--- src/ref_page_pkg.sv ---
// Shared constants and types of the input reference configuration page
package ref_page_pkg;

  // ************************************************
  // Register indices (byte address is four times the index)
  // ************************************************
  localparam logic [13:0] IDX_MASK = 14'h0582; // Reference select mask
  localparam logic [13:0] IDX_SEM = 14'h0584; // Page transfer semaphore
  localparam logic [13:0] IDX_BASE = 14'h0585; // input_base_frequency
  localparam logic [13:0] IDX_MULT = 14'h0587; // input_frequency_multiple
  localparam logic [13:0] IDX_NUM = 14'h0589; // fec_ratio_numerator
  localparam logic [13:0] IDX_DEN = 14'h058B; // fec_ratio_denominator
  localparam logic [13:0] IDX_SETUP = 14'h058D; // input_reference_setup
  localparam logic [13:0] IDX_EXP_LO = 14'h05A0; // Expected frequency, bits 31:0
  localparam logic [13:0] IDX_EXP_HI = 14'h05A1; // Expected frequency, bits 47:32

  // ************************************************
  // Reset values
  // ************************************************
  localparam logic [15:0] RST_BASE = 16'h9C40;
  localparam logic [15:0] RST_MULT = 16'h0001;
  localparam logic [15:0] RST_NUM = 16'h0001;
  localparam logic [15:0] RST_DEN = 16'h0001;
  localparam logic [7:0] RST_SETUP = 8'h01;
  localparam logic [11:0] RST_MASK = 12'h000;

  // ************************************************
  // Setup field positions and semaphore bits
  // ************************************************
  localparam int SETUP_EN = 0; // Phase acquisition enable
  localparam int SETUP_LVPECL = 1; // Single-ended LVPECL receive
  localparam int SETUP_DIFF = 2; // Differential receive
  localparam int SETUP_PREDIV = 4; // Divide by two ahead of the PLLs
  localparam logic [7:0] SETUP_WMASK = 8'h17; // Writable setup bits
  localparam int SEM_WR = 0; // Write page to masked references
  localparam int SEM_RD = 1; // Read masked reference into page

  // ************************************************
  // Timing and sizes
  // ************************************************
  localparam int EXP_W = 48; // Width of base*mult*num
  localparam logic [5:0] DIV_STEPS = 6'd48; // One quotient bit per cycle

  // Page transfer states
  typedef enum logic [1:0] {
    ST_IDLE = 2'b00,
    ST_APPLY = 2'b01,
    ST_LOAD = 2'b10
  } xfer_state_e;

  // One reference's configuration
  typedef struct packed {
    logic [15:0] base;
    logic [15:0] mult;
    logic [15:0] num;
    logic [15:0] den;
    logic [7:0] setup;
  } ref_cfg_s;

  localparam ref_cfg_s RST_CFG = '{RST_BASE, RST_MULT, RST_NUM, RST_DEN, RST_SETUP};

endpackage

--- src/input_reference_config_page.sv ---
// Input reference configuration page with Wishbone slave and receive logic
//
// The Wishbone register port was decided locally.
`timescale 1ns/100ps

module input_reference_config_page
  import ref_page_pkg::*;
#(
  parameter int NREF = 10, // Reference inputs fitted
  parameter int MASK_W = 12, // Width of the select mask
  parameter int ADR_W = 16 // Wishbone byte address width
)(
  input wire logic clk_i,
  input wire logic rst_i,
  input wire logic cyc_i,
  input wire logic stb_i,
  input wire logic we_i,
  input wire logic [ADR_W-1:0] adr_i,
  input wire logic [3:0] sel_i,
  input wire logic [31:0] dat_i,
  output logic [31:0] dat_o,
  output logic ack_o,
  input wire logic [NREF-1:0] reference_input_pin_i,
  output logic [NREF-1:0] ref_clk_o,
  output logic [NREF-1:0] diff_mode_o,
  output logic [NREF-1:0] lvpecl_mode_o,
  output logic [NREF-1:0] phase_acq_en_o,
  output logic [NREF-1:0] phase_acq_pd_o,
  output logic [EXP_W-1:0] expected_hz_o
);

  // ************************************************
  // Storage
  // ************************************************
  ref_cfg_s page_r; // Page seen by software
  ref_cfg_s cfg_r [NREF]; // Applied per-reference configuration
  logic [MASK_W-1:0] mask_r; // Reference select mask
  logic [1:0] sem_r; // Read and write request bits
  xfer_state_e state_r; // Page transfer state
  logic [31:0] rd_nxt; // Read data for the addressed register
  logic [13:0] idx; // Word index from the byte address
  logic req; // New bus request this cycle
  logic wr; // New bus write this cycle
  logic [3:0] load_idx; // Lowest masked reference
  logic load_ok; // A masked reference exists

  assign idx = 14'(adr_i[ADR_W-1:2]);
  assign req = cyc_i && stb_i && !ack_o;
  assign wr = req && we_i;

  // Merge byte lanes into a 16-bit field
  function automatic logic [15:0] lane16(input logic [15:0] old, input logic [31:0] d, input logic [3:0] s);
    lane16 = {s[1] ? d[15:8] : old[15:8], s[0] ? d[7:0] : old[7:0]};
  endfunction

  // ************************************************
  // Wishbone answer
  // ************************************************
  // Every request is answered one cycle later; unmapped words read zero
  always_ff @(posedge clk_i)
  begin
    if (rst_i)
    begin
      ack_o <= 1'b0;
      dat_o <= 32'h0000_0000;
    end
    else
    begin
      ack_o <= req;
      dat_o <= (req && !we_i) ? rd_nxt : 32'h0000_0000;
    end
  end

  // Read decode
  always_comb
  begin
    rd_nxt = 32'h0000_0000;
    if (idx == IDX_MASK)
      rd_nxt = 32'(mask_r);
    else if (idx == IDX_SEM)
      rd_nxt = 32'(sem_r);
    else if (idx == IDX_BASE)
      rd_nxt = 32'(page_r.base);
    else if (idx == IDX_MULT)
      rd_nxt = 32'(page_r.mult);
    else if (idx == IDX_NUM)
      rd_nxt = 32'(page_r.num);
    else if (idx == IDX_DEN)
      rd_nxt = 32'(page_r.den);
    else if (idx == IDX_SETUP)
      rd_nxt = 32'(page_r.setup & SETUP_WMASK);
    else if (idx == IDX_EXP_LO)
      rd_nxt = expected_hz_o[31:0];
    else if (idx == IDX_EXP_HI)
      rd_nxt = 32'(expected_hz_o[EXP_W-1:32]);
  end

  // ************************************************
  // Page registers
  // ************************************************
  // A load from a reference overrides a bus write in the same cycle
  always_ff @(posedge clk_i)
  begin
    if (rst_i)
      page_r <= RST_CFG;
    else if (state_r == ST_LOAD && load_ok)
      page_r <= cfg_r[load_idx];
    else if (wr)
    begin
      if (idx == IDX_BASE)
        page_r.base <= lane16(page_r.base, dat_i, sel_i);
      else if (idx == IDX_MULT)
        page_r.mult <= lane16(page_r.mult, dat_i, sel_i);
      else if (idx == IDX_NUM)
        page_r.num <= lane16(page_r.num, dat_i, sel_i);
      else if (idx == IDX_DEN)
        page_r.den <= lane16(page_r.den, dat_i, sel_i);
      else if (idx == IDX_SETUP && sel_i[0])
        page_r.setup <= dat_i[7:0] & SETUP_WMASK;
    end
  end

  // Mask register
  always_ff @(posedge clk_i)
  begin
    if (rst_i)
      mask_r <= RST_MASK;
    else if (wr && idx == IDX_MASK)
      mask_r <= {sel_i[1] ? dat_i[MASK_W-1:8] : mask_r[MASK_W-1:8], sel_i[0] ? dat_i[7:0] : mask_r[7:0]};
  end

  // ************************************************
  // Page transfer
  // ************************************************
  // Lowest masked reference; a read should name only one
  always_comb
  begin
    load_idx = 4'h0;
    load_ok = 1'b0;
    for (int k = NREF - 1; k >= 0; k--)
    begin
      if (mask_r[k])
      begin
        load_idx = 4'(k);
        load_ok = 1'b1;
      end
    end
  end

  // Semaphore: a host set in the clearing cycle wins over the clear
  always_ff @(posedge clk_i)
  begin
    if (rst_i)
      sem_r <= 2'b00;
    else if (wr && idx == IDX_SEM && sel_i[0])
      sem_r <= sem_r | dat_i[1:0];
    else if (state_r != ST_IDLE)
      sem_r <= 2'b00;
  end

  // Transfer state machine; a read request has priority
  always_ff @(posedge clk_i)
  begin
    if (rst_i)
      state_r <= ST_IDLE;
    else
    begin
      case (state_r)
        ST_IDLE:
        begin
          if (sem_r[SEM_RD])
            state_r <= ST_LOAD;
          else if (sem_r[SEM_WR])
            state_r <= ST_APPLY;
        end
        default: state_r <= ST_IDLE;
      endcase
    end
  end

  // Applied configuration, one copy per reference
  always_ff @(posedge clk_i)
  begin
    for (int k = 0; k < NREF; k++)
    begin
      if (rst_i)
        cfg_r[k] <= RST_CFG;
      else if (state_r == ST_APPLY && mask_r[k])
        cfg_r[k] <= page_r;
    end
  end

  // ************************************************
  // Expected frequency
  // ************************************************
  // Serial divider keeps area small; result trails a change by 49 cycles
  logic [EXP_W-1:0] prod; // Base times multiple times numerator
  logic [63:0] snap_r; // Factors of the running division
  logic [EXP_W-1:0] dvd_r; // Dividend shifting into quotient
  logic [15:0] rem_r; // Partial remainder
  logic [5:0] cnt_r; // Steps left
  logic [16:0] rem_sh; // Remainder with next dividend bit
  logic take; // Quotient bit

  // Operands widened first so the product never wraps at 16 bits
  assign prod = EXP_W'(page_r.base) * EXP_W'(page_r.mult) * EXP_W'(page_r.num);
  assign rem_sh = {rem_r, dvd_r[EXP_W-1]};
  assign take = rem_sh >= {1'b0, snap_r[15:0]};

  // Restart on any factor change, shift otherwise
  always_ff @(posedge clk_i)
  begin
    if (rst_i)
    begin
      snap_r <= 64'h0000_0000_0000_0000;
      dvd_r <= '0;
      rem_r <= 16'h0000;
      cnt_r <= 6'h00;
      expected_hz_o <= '0;
    end
    else if (snap_r != {page_r.base, page_r.mult, page_r.num, page_r.den})
    begin
      snap_r <= {page_r.base, page_r.mult, page_r.num, page_r.den};
      dvd_r <= prod;
      rem_r <= 16'h0000;
      cnt_r <= DIV_STEPS;
    end
    else if (cnt_r != 6'h00)
    begin
      rem_r <= take ? 16'(rem_sh - {1'b0, snap_r[15:0]}) : rem_sh[15:0];
      dvd_r <= {dvd_r[EXP_W-2:0], take};
      cnt_r <= cnt_r - 6'h01;
      if (cnt_r == 6'h01)
        expected_hz_o <= (snap_r[15:0] == 16'h0000) ? '1 : {dvd_r[EXP_W-2:0], take};
    end
  end

  // ************************************************
  // Reference receive path
  // ************************************************
  logic [NREF-1:0] s1_r, s2_r, s3_r; // Three-stage pin synchroniser
  logic [NREF-1:0] lvl_r; // Settled pin level
  logic [NREF-1:0] rx_r; // Received reference
  logic [NREF-1:0] rx_q; // Previous received value
  logic [NREF-1:0] half_r; // Divide-by-two toggle

  // A change counts once the second and third stages agree
  always_ff @(posedge clk_i)
  begin
    if (rst_i)
    begin
      s1_r <= '0;
      s2_r <= '0;
      s3_r <= '0;
      lvl_r <= '0;
    end
    else
    begin
      s1_r <= reference_input_pin_i;
      s2_r <= s1_r;
      s3_r <= s2_r;
      lvl_r <= (s2_r & s3_r) | (lvl_r & (s2_r | s3_r));
    end
  end

  for (genvar j = 0; j < NREF; j++)
  begin : g_ref
    localparam int EVEN = j - (j % 2); // Even member of the pair
    localparam bit ODD = (j % 2) == 1;
    logic pair_diff; // Even member runs differential
    assign pair_diff = cfg_r[EVEN].setup[SETUP_DIFF];

    // Even input in differential mode follows the sign of P minus N
    always_ff @(posedge clk_i)
    begin
      if (rst_i)
      begin
        rx_r[j] <= 1'b0;
        rx_q[j] <= 1'b0;
        half_r[j] <= 1'b0;
        ref_clk_o[j] <= 1'b0;
      end
      else
      begin
        if (!ODD && pair_diff && (j + 1 < NREF))
        begin
          if (lvl_r[j] != lvl_r[(j + 1) % NREF])
            rx_r[j] <= lvl_r[j];
        end
        else
          rx_r[j] <= lvl_r[j];
        rx_q[j] <= rx_r[j];
        if (rx_r[j] && !rx_q[j])
          half_r[j] <= !half_r[j];
        if (cfg_r[j].setup[SETUP_PREDIV])
          ref_clk_o[j] <= half_r[j];
        else
          ref_clk_o[j] <= rx_r[j];
      end
    end

    // Receiver mode and acquisition power
    always_ff @(posedge clk_i)
    begin
      if (rst_i)
      begin
        diff_mode_o[j] <= 1'b0;
        lvpecl_mode_o[j] <= 1'b0;
        phase_acq_en_o[j] <= RST_SETUP[SETUP_EN];
        phase_acq_pd_o[j] <= !RST_SETUP[SETUP_EN];
      end
      else
      begin
        diff_mode_o[j] <= !ODD && pair_diff && (j + 1 < NREF);
        lvpecl_mode_o[j] <= cfg_r[j].setup[SETUP_LVPECL] && !pair_diff;
        phase_acq_en_o[j] <= cfg_r[j].setup[SETUP_EN];
        phase_acq_pd_o[j] <= !cfg_r[j].setup[SETUP_EN];
      end
    end
  end

  // ************************************************
  // Assertions
  // ************************************************
  property p_exp_hz;
    @(posedge clk_i) disable iff (rst_i)
    (cnt_r == 6'h01 && snap_r[15:0] != 16'h0000 && snap_r == {page_r.base, page_r.mult, page_r.num, page_r.den})
      |=> (64'(expected_hz_o) * page_r.den <= 64'(prod)) && (64'(prod) < (64'(expected_hz_o) + 1) * page_r.den);
  endproperty
  a_exp_hz: assert property (p_exp_hz) else $error("expected frequency wrong");

  property p_base_wr;
    @(posedge clk_i) disable iff (rst_i)
    (wr && idx == IDX_BASE && sel_i[1:0] == 2'b11 && state_r != ST_LOAD) |=> page_r.base == $past(dat_i[15:0]);
  endproperty
  a_base_wr: assert property (p_base_wr) else $error("base frequency not written");

  property p_rst_vals;
    @(posedge clk_i) $past(rst_i) && !rst_i |-> page_r.base == RST_BASE && page_r.mult == RST_MULT
      && page_r.num == RST_NUM && page_r.den == RST_DEN && page_r.setup == RST_SETUP;
  endproperty
  a_rst_vals: assert property (p_rst_vals) else $error("page reset value wrong");

  property p_nodiv;
    @(posedge clk_i) disable iff (rst_i)
    !cfg_r[0].setup[SETUP_PREDIV] ##1 !cfg_r[0].setup[SETUP_PREDIV] |-> ref_clk_o[0] == $past(rx_r[0]);
  endproperty
  a_nodiv: assert property (p_nodiv) else $error("undivided reference wrong");

  property p_half;
    @(posedge clk_i) disable iff (rst_i)
    (cfg_r[0].setup[SETUP_PREDIV] && rx_r[0] && !rx_q[0]) ##1 cfg_r[0].setup[SETUP_PREDIV]
      |=> ref_clk_o[0] != $past(ref_clk_o[0]);
  endproperty
  a_half: assert property (p_half) else $error("divided reference did not toggle");

  property p_lvpecl;
    @(posedge clk_i) disable iff (rst_i)
    cfg_r[0].setup[SETUP_DIFF] |=> !lvpecl_mode_o[0] && !lvpecl_mode_o[1] && !diff_mode_o[1];
  endproperty
  a_lvpecl: assert property (p_lvpecl) else $error("pair setting not ignored");

  property p_acq;
    @(posedge clk_i) disable iff (rst_i)
    1'b1 |=> phase_acq_en_o[0] == $past(cfg_r[0].setup[SETUP_EN]) && phase_acq_pd_o[0] == !phase_acq_en_o[0];
  endproperty
  a_acq: assert property (p_acq) else $error("acquisition enable wrong");

  property p_resv;
    @(posedge clk_i) disable iff (rst_i)
    (req && !we_i && idx == IDX_SETUP) |=> ack_o && dat_o[7:5] == 3'b000 && !dat_o[3];
  endproperty
  a_resv: assert property (p_resv) else $error("reserved setup bits not zero");

  property p_apply;
    @(posedge clk_i) disable iff (rst_i)
    (state_r == ST_IDLE && sem_r == 2'b01 && mask_r[0] && !wr) |=> ##1 cfg_r[0] == $past(page_r) && sem_r == 2'b00;
  endproperty
  a_apply: assert property (p_apply) else $error("page write not applied");

  property p_load;
    @(posedge clk_i) disable iff (rst_i)
    (state_r == ST_IDLE && sem_r[SEM_RD] && !wr) |-> ##[1:2] state_r == ST_LOAD ##1 sem_r == 2'b00;
  endproperty
  a_load: assert property (p_load) else $error("page read not completed");

endmodule

--- config.mk ---
export PLATFORM = sky130hd
export DESIGN_NAME = input_reference_config_page
export DESIGN_NICKNAME = d
export VERILOG_FILES = /design/src/ref_page_pkg.sv /design/src/input_reference_config_page.sv
export SDC_FILE = /design/constraint.sdc
export NUM_CORES = 2
export LEC_CHECK = 0
export BUFFER_PORTS_ARGS = -buffer_cell sky130_fd_sc_hd__buf_4
export CAP_MARGIN = 40
export CORE_MARGIN = 4
export CORE_UTILIZATION = 30
export DETAILED_ROUTE_END_ITERATION = 8
export GPL_ROUTABILITY_DRIVEN = 0
export SYNTH_ARGS = -nofsm -noshare
export SYNTH_HDL_FRONTEND = slang
export SYNTH_SLANG_ARGS = --single-unit
export TNS_END_PERCENT = 10
--- constraint.sdc ---
create_clock -name clk_i -period 18.9 [get_ports clk_i]
set_input_delay 0.945 -clock clk_i [delete_from_list [all_inputs] [get_ports clk_i]]
set_output_delay 0.945 -clock clk_i [all_outputs]
set_load 0.01 [all_outputs]
==> run summary <==
The placement row count came out at 180. Counting stages on the worst path, the most repeated cell is fa_1. The cell with the largest stage delay on the worst path is nand3_1. The number of clock buffers added by TritonCTS is 115.

The net count of the finished layout is 7,938. A synthesized cell averages 10.2 µm². The fmax came out at 75.4 MHz.

Among all flip-flop cells after synthesis, the most frequent one is edfxtp_1. Setup violations remaining at the end of the flow were counted as 0. The number of hold-slack violations in the final timing report is 0. Of all flip-flops after synthesis, the portion carrying an async set or reset was 0. The global route total overflow came out at 0.

The worst setup path is captured at a flop. The total routing resource utilization after global routing is 0.180. The via count normalized by instance count came out at 5.20.

The clock arrives with 0.0883 ns of skew. The worst path needs 13.26 ns of the cycle, external delays included. The maximum fanout count along the critical path is 22. The post-cts hold buffer count came out at 0. Port buffering added 172 buffers. For the pin with the worst max-slew slack, the measured transition is 1.56 ns. The reg-to-reg setup timing slack came out at 5.64 ns. The first global-routing pass estimated 347 mm of wire.

The worst setup path is launched from a flop. The count of cell types in the netlist is 96. The reg-to-reg startpoint is page_r[66]$_SDFFE_PP1P_. Dividing the final minimum period by the clock period gives 0.702.

The die is 502 µm wide. The cell area power density came out at 61.6 mW/mm². In the routed design, unresolved DRC markers number 0. The worst hold slack came out at 0.399 ns. The pin count of the biggest net entering global routing came out at 333. TritonCTS built the clock tree. The Yosys warning count is 0. In this run the most critical hold path is launched from reference_input_pin_i[1]. The synthesized area came out at 0.0731 mm². The count of instances resized after the clock tree is built came out at 0.

The checks that failed: max-slew violations. The starting density of the core came out at 0.303. In this run the remaining antenna-violating nets after routing total 0.

In this run the post-CTS setup repair buffer count came out at 0. The root buffer cell chosen for the clock tree is clkbuf_16. The required time of the critical path is 19.58 ns.

The type of the worst min-delay path is in2reg. The count of pins over their slew limit came out at 87. The number of global-route vias before repair came out at 55,100.

The accumulated negative setup slack came out at 0 ns. The maximum clock path buffer count is 3. The worst setup path is of the reg2reg kind.

Max-cap violations in this run came to 0. The maximum vdd drop came out at 0.0863 mV. The worst register-to-register path has a depth of 40.

The maximum level of the CTS H-tree is 3. Summing all multi-input logic gate instances after layout gives 0.0397 mm². The clock net sink count came out at 1,094. The worst slew margin relative to its limit is -0.0390. The routed wire length per instance came out at 22.3 µm. The floorplan step defined a die boundary enclosing 0.252 mm². The iteration count of the initial detailed-routing pass is 6. The fraction of the yosys area taken by sequential cells came out at 0.393. The critical path data arrival time came out at 13.94 ns. The final-layout fill cell count is 24,200.

The total wire length after detailed routing is 230 mm. Synthesis inferred 1,094 register bits. The endpoint identified for the worst register-to-register timing path is dvd_r[46]$_SDFFE_PP0P_. The largest single stage delay on the critical path is 0.58 ns.

The clock-pin slew on the worst setup and hold paths came out at 0.06 ns. The initial antenna violation count is 20. The cell leakage power is 35.9 nW.

The run finished, with violations left. The sequential standard cell area is 0.0287 mm². The total number of vias came out at 53,600.

The number of cells traversed by the worst hold path came out at 2. The area added between synthesis and finish came out at 12.0%. The clock insertion delay at the later pin of the skew report came out at 0.76 ns. The count of flip-flops with a built-in enable after synthesis came out at 680. The fraction of final layout cells with drive strength greater than 1 is 0.101. Setup repair after global routing left no endpoint under its margin.

The post-DP HPWL is 149 mm. Synthesis handed over a netlist of 7,143 instances. The core region area came out at 0.241 mm².

The violation count after the first detailed-routing iteration is 4,922. The number of top-level pins came out at 198. The terminating pin of the worst hold path is s1_r[1]$_SDFF_PP0_. The floorplan die height is 502 µm.
[kinds of logic after synthesis]
| family | share of synthesized area |
|---|---|
| and+or+nand+nor | 0.182 |
| muxes | 0.0487 |
| other | 0.0000513 |
| xor gates and xnor gates | 0.0180 |
| DFF | 0.393 |
| AOI/OAI and AO/OA | 0.0800 |
| adders and majority gates | 0.209 |
| buffers and inverters | 0.0694 |
[final cells by class]
type,instances,area share
clock inverter,45,0.00608
multi-input combinational,4733,0.484
inverter,719,0.0330
timing repair buffer,353,0.0355
antenna,18,0.000550
tap,3185,0.0487
clock buffer,171,0.0409
sequential,1094,0.351
[placed cells by master (no fill, tap or decap), types with 155 or more instances in the layout]
master    synthesis  routed
a21oi_1         231     230
inv_1           718     718
dfxtp_1         414     395
nand2_1         799     787
fa_1            613     613
o21ai_0         155     155
nor2_1          310     306
buf_4            13     323
and2_1          318     318
mux2i_1         224     224
edfxtp_1        680     680
ha_1            242     242
and3_1          637     637
[synth_stat cells (22+ instances only)]
| master | n | share of area |
|---|---|---|
| nand2_1 | 799 | 0.041 |
| inv_1 | 718 | 0.037 |
| edfxtp_1 | 680 | 0.28 |
| and3_1 | 637 | 0.055 |
| fa_1 | 613 | 0.17 |
| clkbuf_1 | 514 | 0.026 |
| dfxtp_1 | 414 | 0.11 |
| and2_1 | 318 | 0.027 |
| nor2_1 | 310 | 0.016 |
| ha_1 | 242 | 0.041 |
| a21oi_1 | 231 | 0.016 |
| mux2i_1 | 224 | 0.031 |
| o21ai_0 | 155 | 0.011 |
| nor2b_1 | 145 | 0.012 |
| a211oi_1 | 128 | 0.013 |
| nand2b_1 | 102 | 0.0087 |
| xor2_1 | 87 | 0.010 |
| xnor2_1 | 63 | 0.0075 |
| mux4_2 | 47 | 0.014 |
| buf_2 | 41 | 0.0028 |
| nand3_1 | 40 | 0.0027 |
| nand4_1 | 40 | 0.0034 |
| nor3_1 | 37 | 0.0025 |
| o22ai_1 | 37 | 0.0032 |
| o21a_1 | 33 | 0.0034 |
| buf_1 | 30 | 0.0015 |
| nor4_1 | 30 | 0.0026 |
| a21o_1 | 29 | 0.0030 |
| a31oi_1 | 28 | 0.0024 |
| o211ai_1 | 25 | 0.0026 |
| a311oi_1 | 24 | 0.0029 |
| mux2_2 | 23 | 0.0035 |
| o32ai_1 | 22 | 0.0026 |
[metal layers]
layer / part of all wire / global-route usage / wire length, µm / up-vias
li1: - / - / - / 23800
met1: 0.39 / 0.222 / 90200 / 27200
met2: 0.49 / 0.309 / 112000 / 2118
met3: 0.068 / 0.0242 / 15700 / 537
met4: 0.051 / 0.0872 / 11800 / 4
met5: 0.00011 / 0 / 26 / -
[worst max-delay path, delay by kind of cell, from the launching register on]
kind / cells / cell delay (ns)
AOI/OAI and AO/OA: 9 / 2.78
adders and majority gates: 14 / 6.91
buffers and inverters: 7 / 0.76
DFF: 1 / 0.52
muxes: 1 / 0.20
and+or+nand+nor: 9 / 2.01
[through the flow]
step	total power, mW	worst slack [ns]	cell area (µm²)	util	cells
after floorplan	2.72	7.17	73100	-	7147
after global placement	2.78	5.65	77500	0.321	10100
after detailed placement	2.79	5.57	78000	0.323	10100
after global routing	5.18	4.81	81900	0.339	10300
final	5.04	5.64	81900	0.339	10300
after CTS	5.08	5.61	81800	0.339	10300
[sequential cells by signal (all words and copies together), names as in the netlist, 12 cells and up]
register and flops:
dvd_r 48, mask_r 12, page_r 68, cfg_r 680, expected_hz_o 48, rem_r 16
dat_o 32, snap_r 64
[worst max path at each step]
stage,startpoint,endpoint,slack [ns],cells after the start
finish,page_r[66]$_SDFFE_PP1P_,dvd_r[46]$_SDFFE_PP0P_,5.64,40
global route,page_r[66]$_SDFFE_PP1P_,dvd_r[46]$_SDFFE_PP0P_,4.81,40
CTS,page_r[66]$_SDFFE_PP1P_,dvd_r[46]$_SDFFE_PP0P_,5.61,40
detailed placement,page_r[66]$_SDFFE_PP1P_,dvd_r[46]$_SDFFE_PP0P_,5.57,40
global placement,page_r[66]$_SDFFE_PP1P_,dvd_r[46]$_SDFFE_PP0P_,5.65,39
floorplan,page_r[66]$_SDFFE_PP1P_,dvd_r[40]$_SDFFE_PP0P_,7.17,43
[power breakdown]
part / switching, mW / internal (mW)
sequential: 0.0161 / 2.58
clock: 1.00 / 1.30
combinational: 0.104 / 0.0388
total: 1.12 / 3.92
Note: power is estimated with default switching activity, not from simulation.
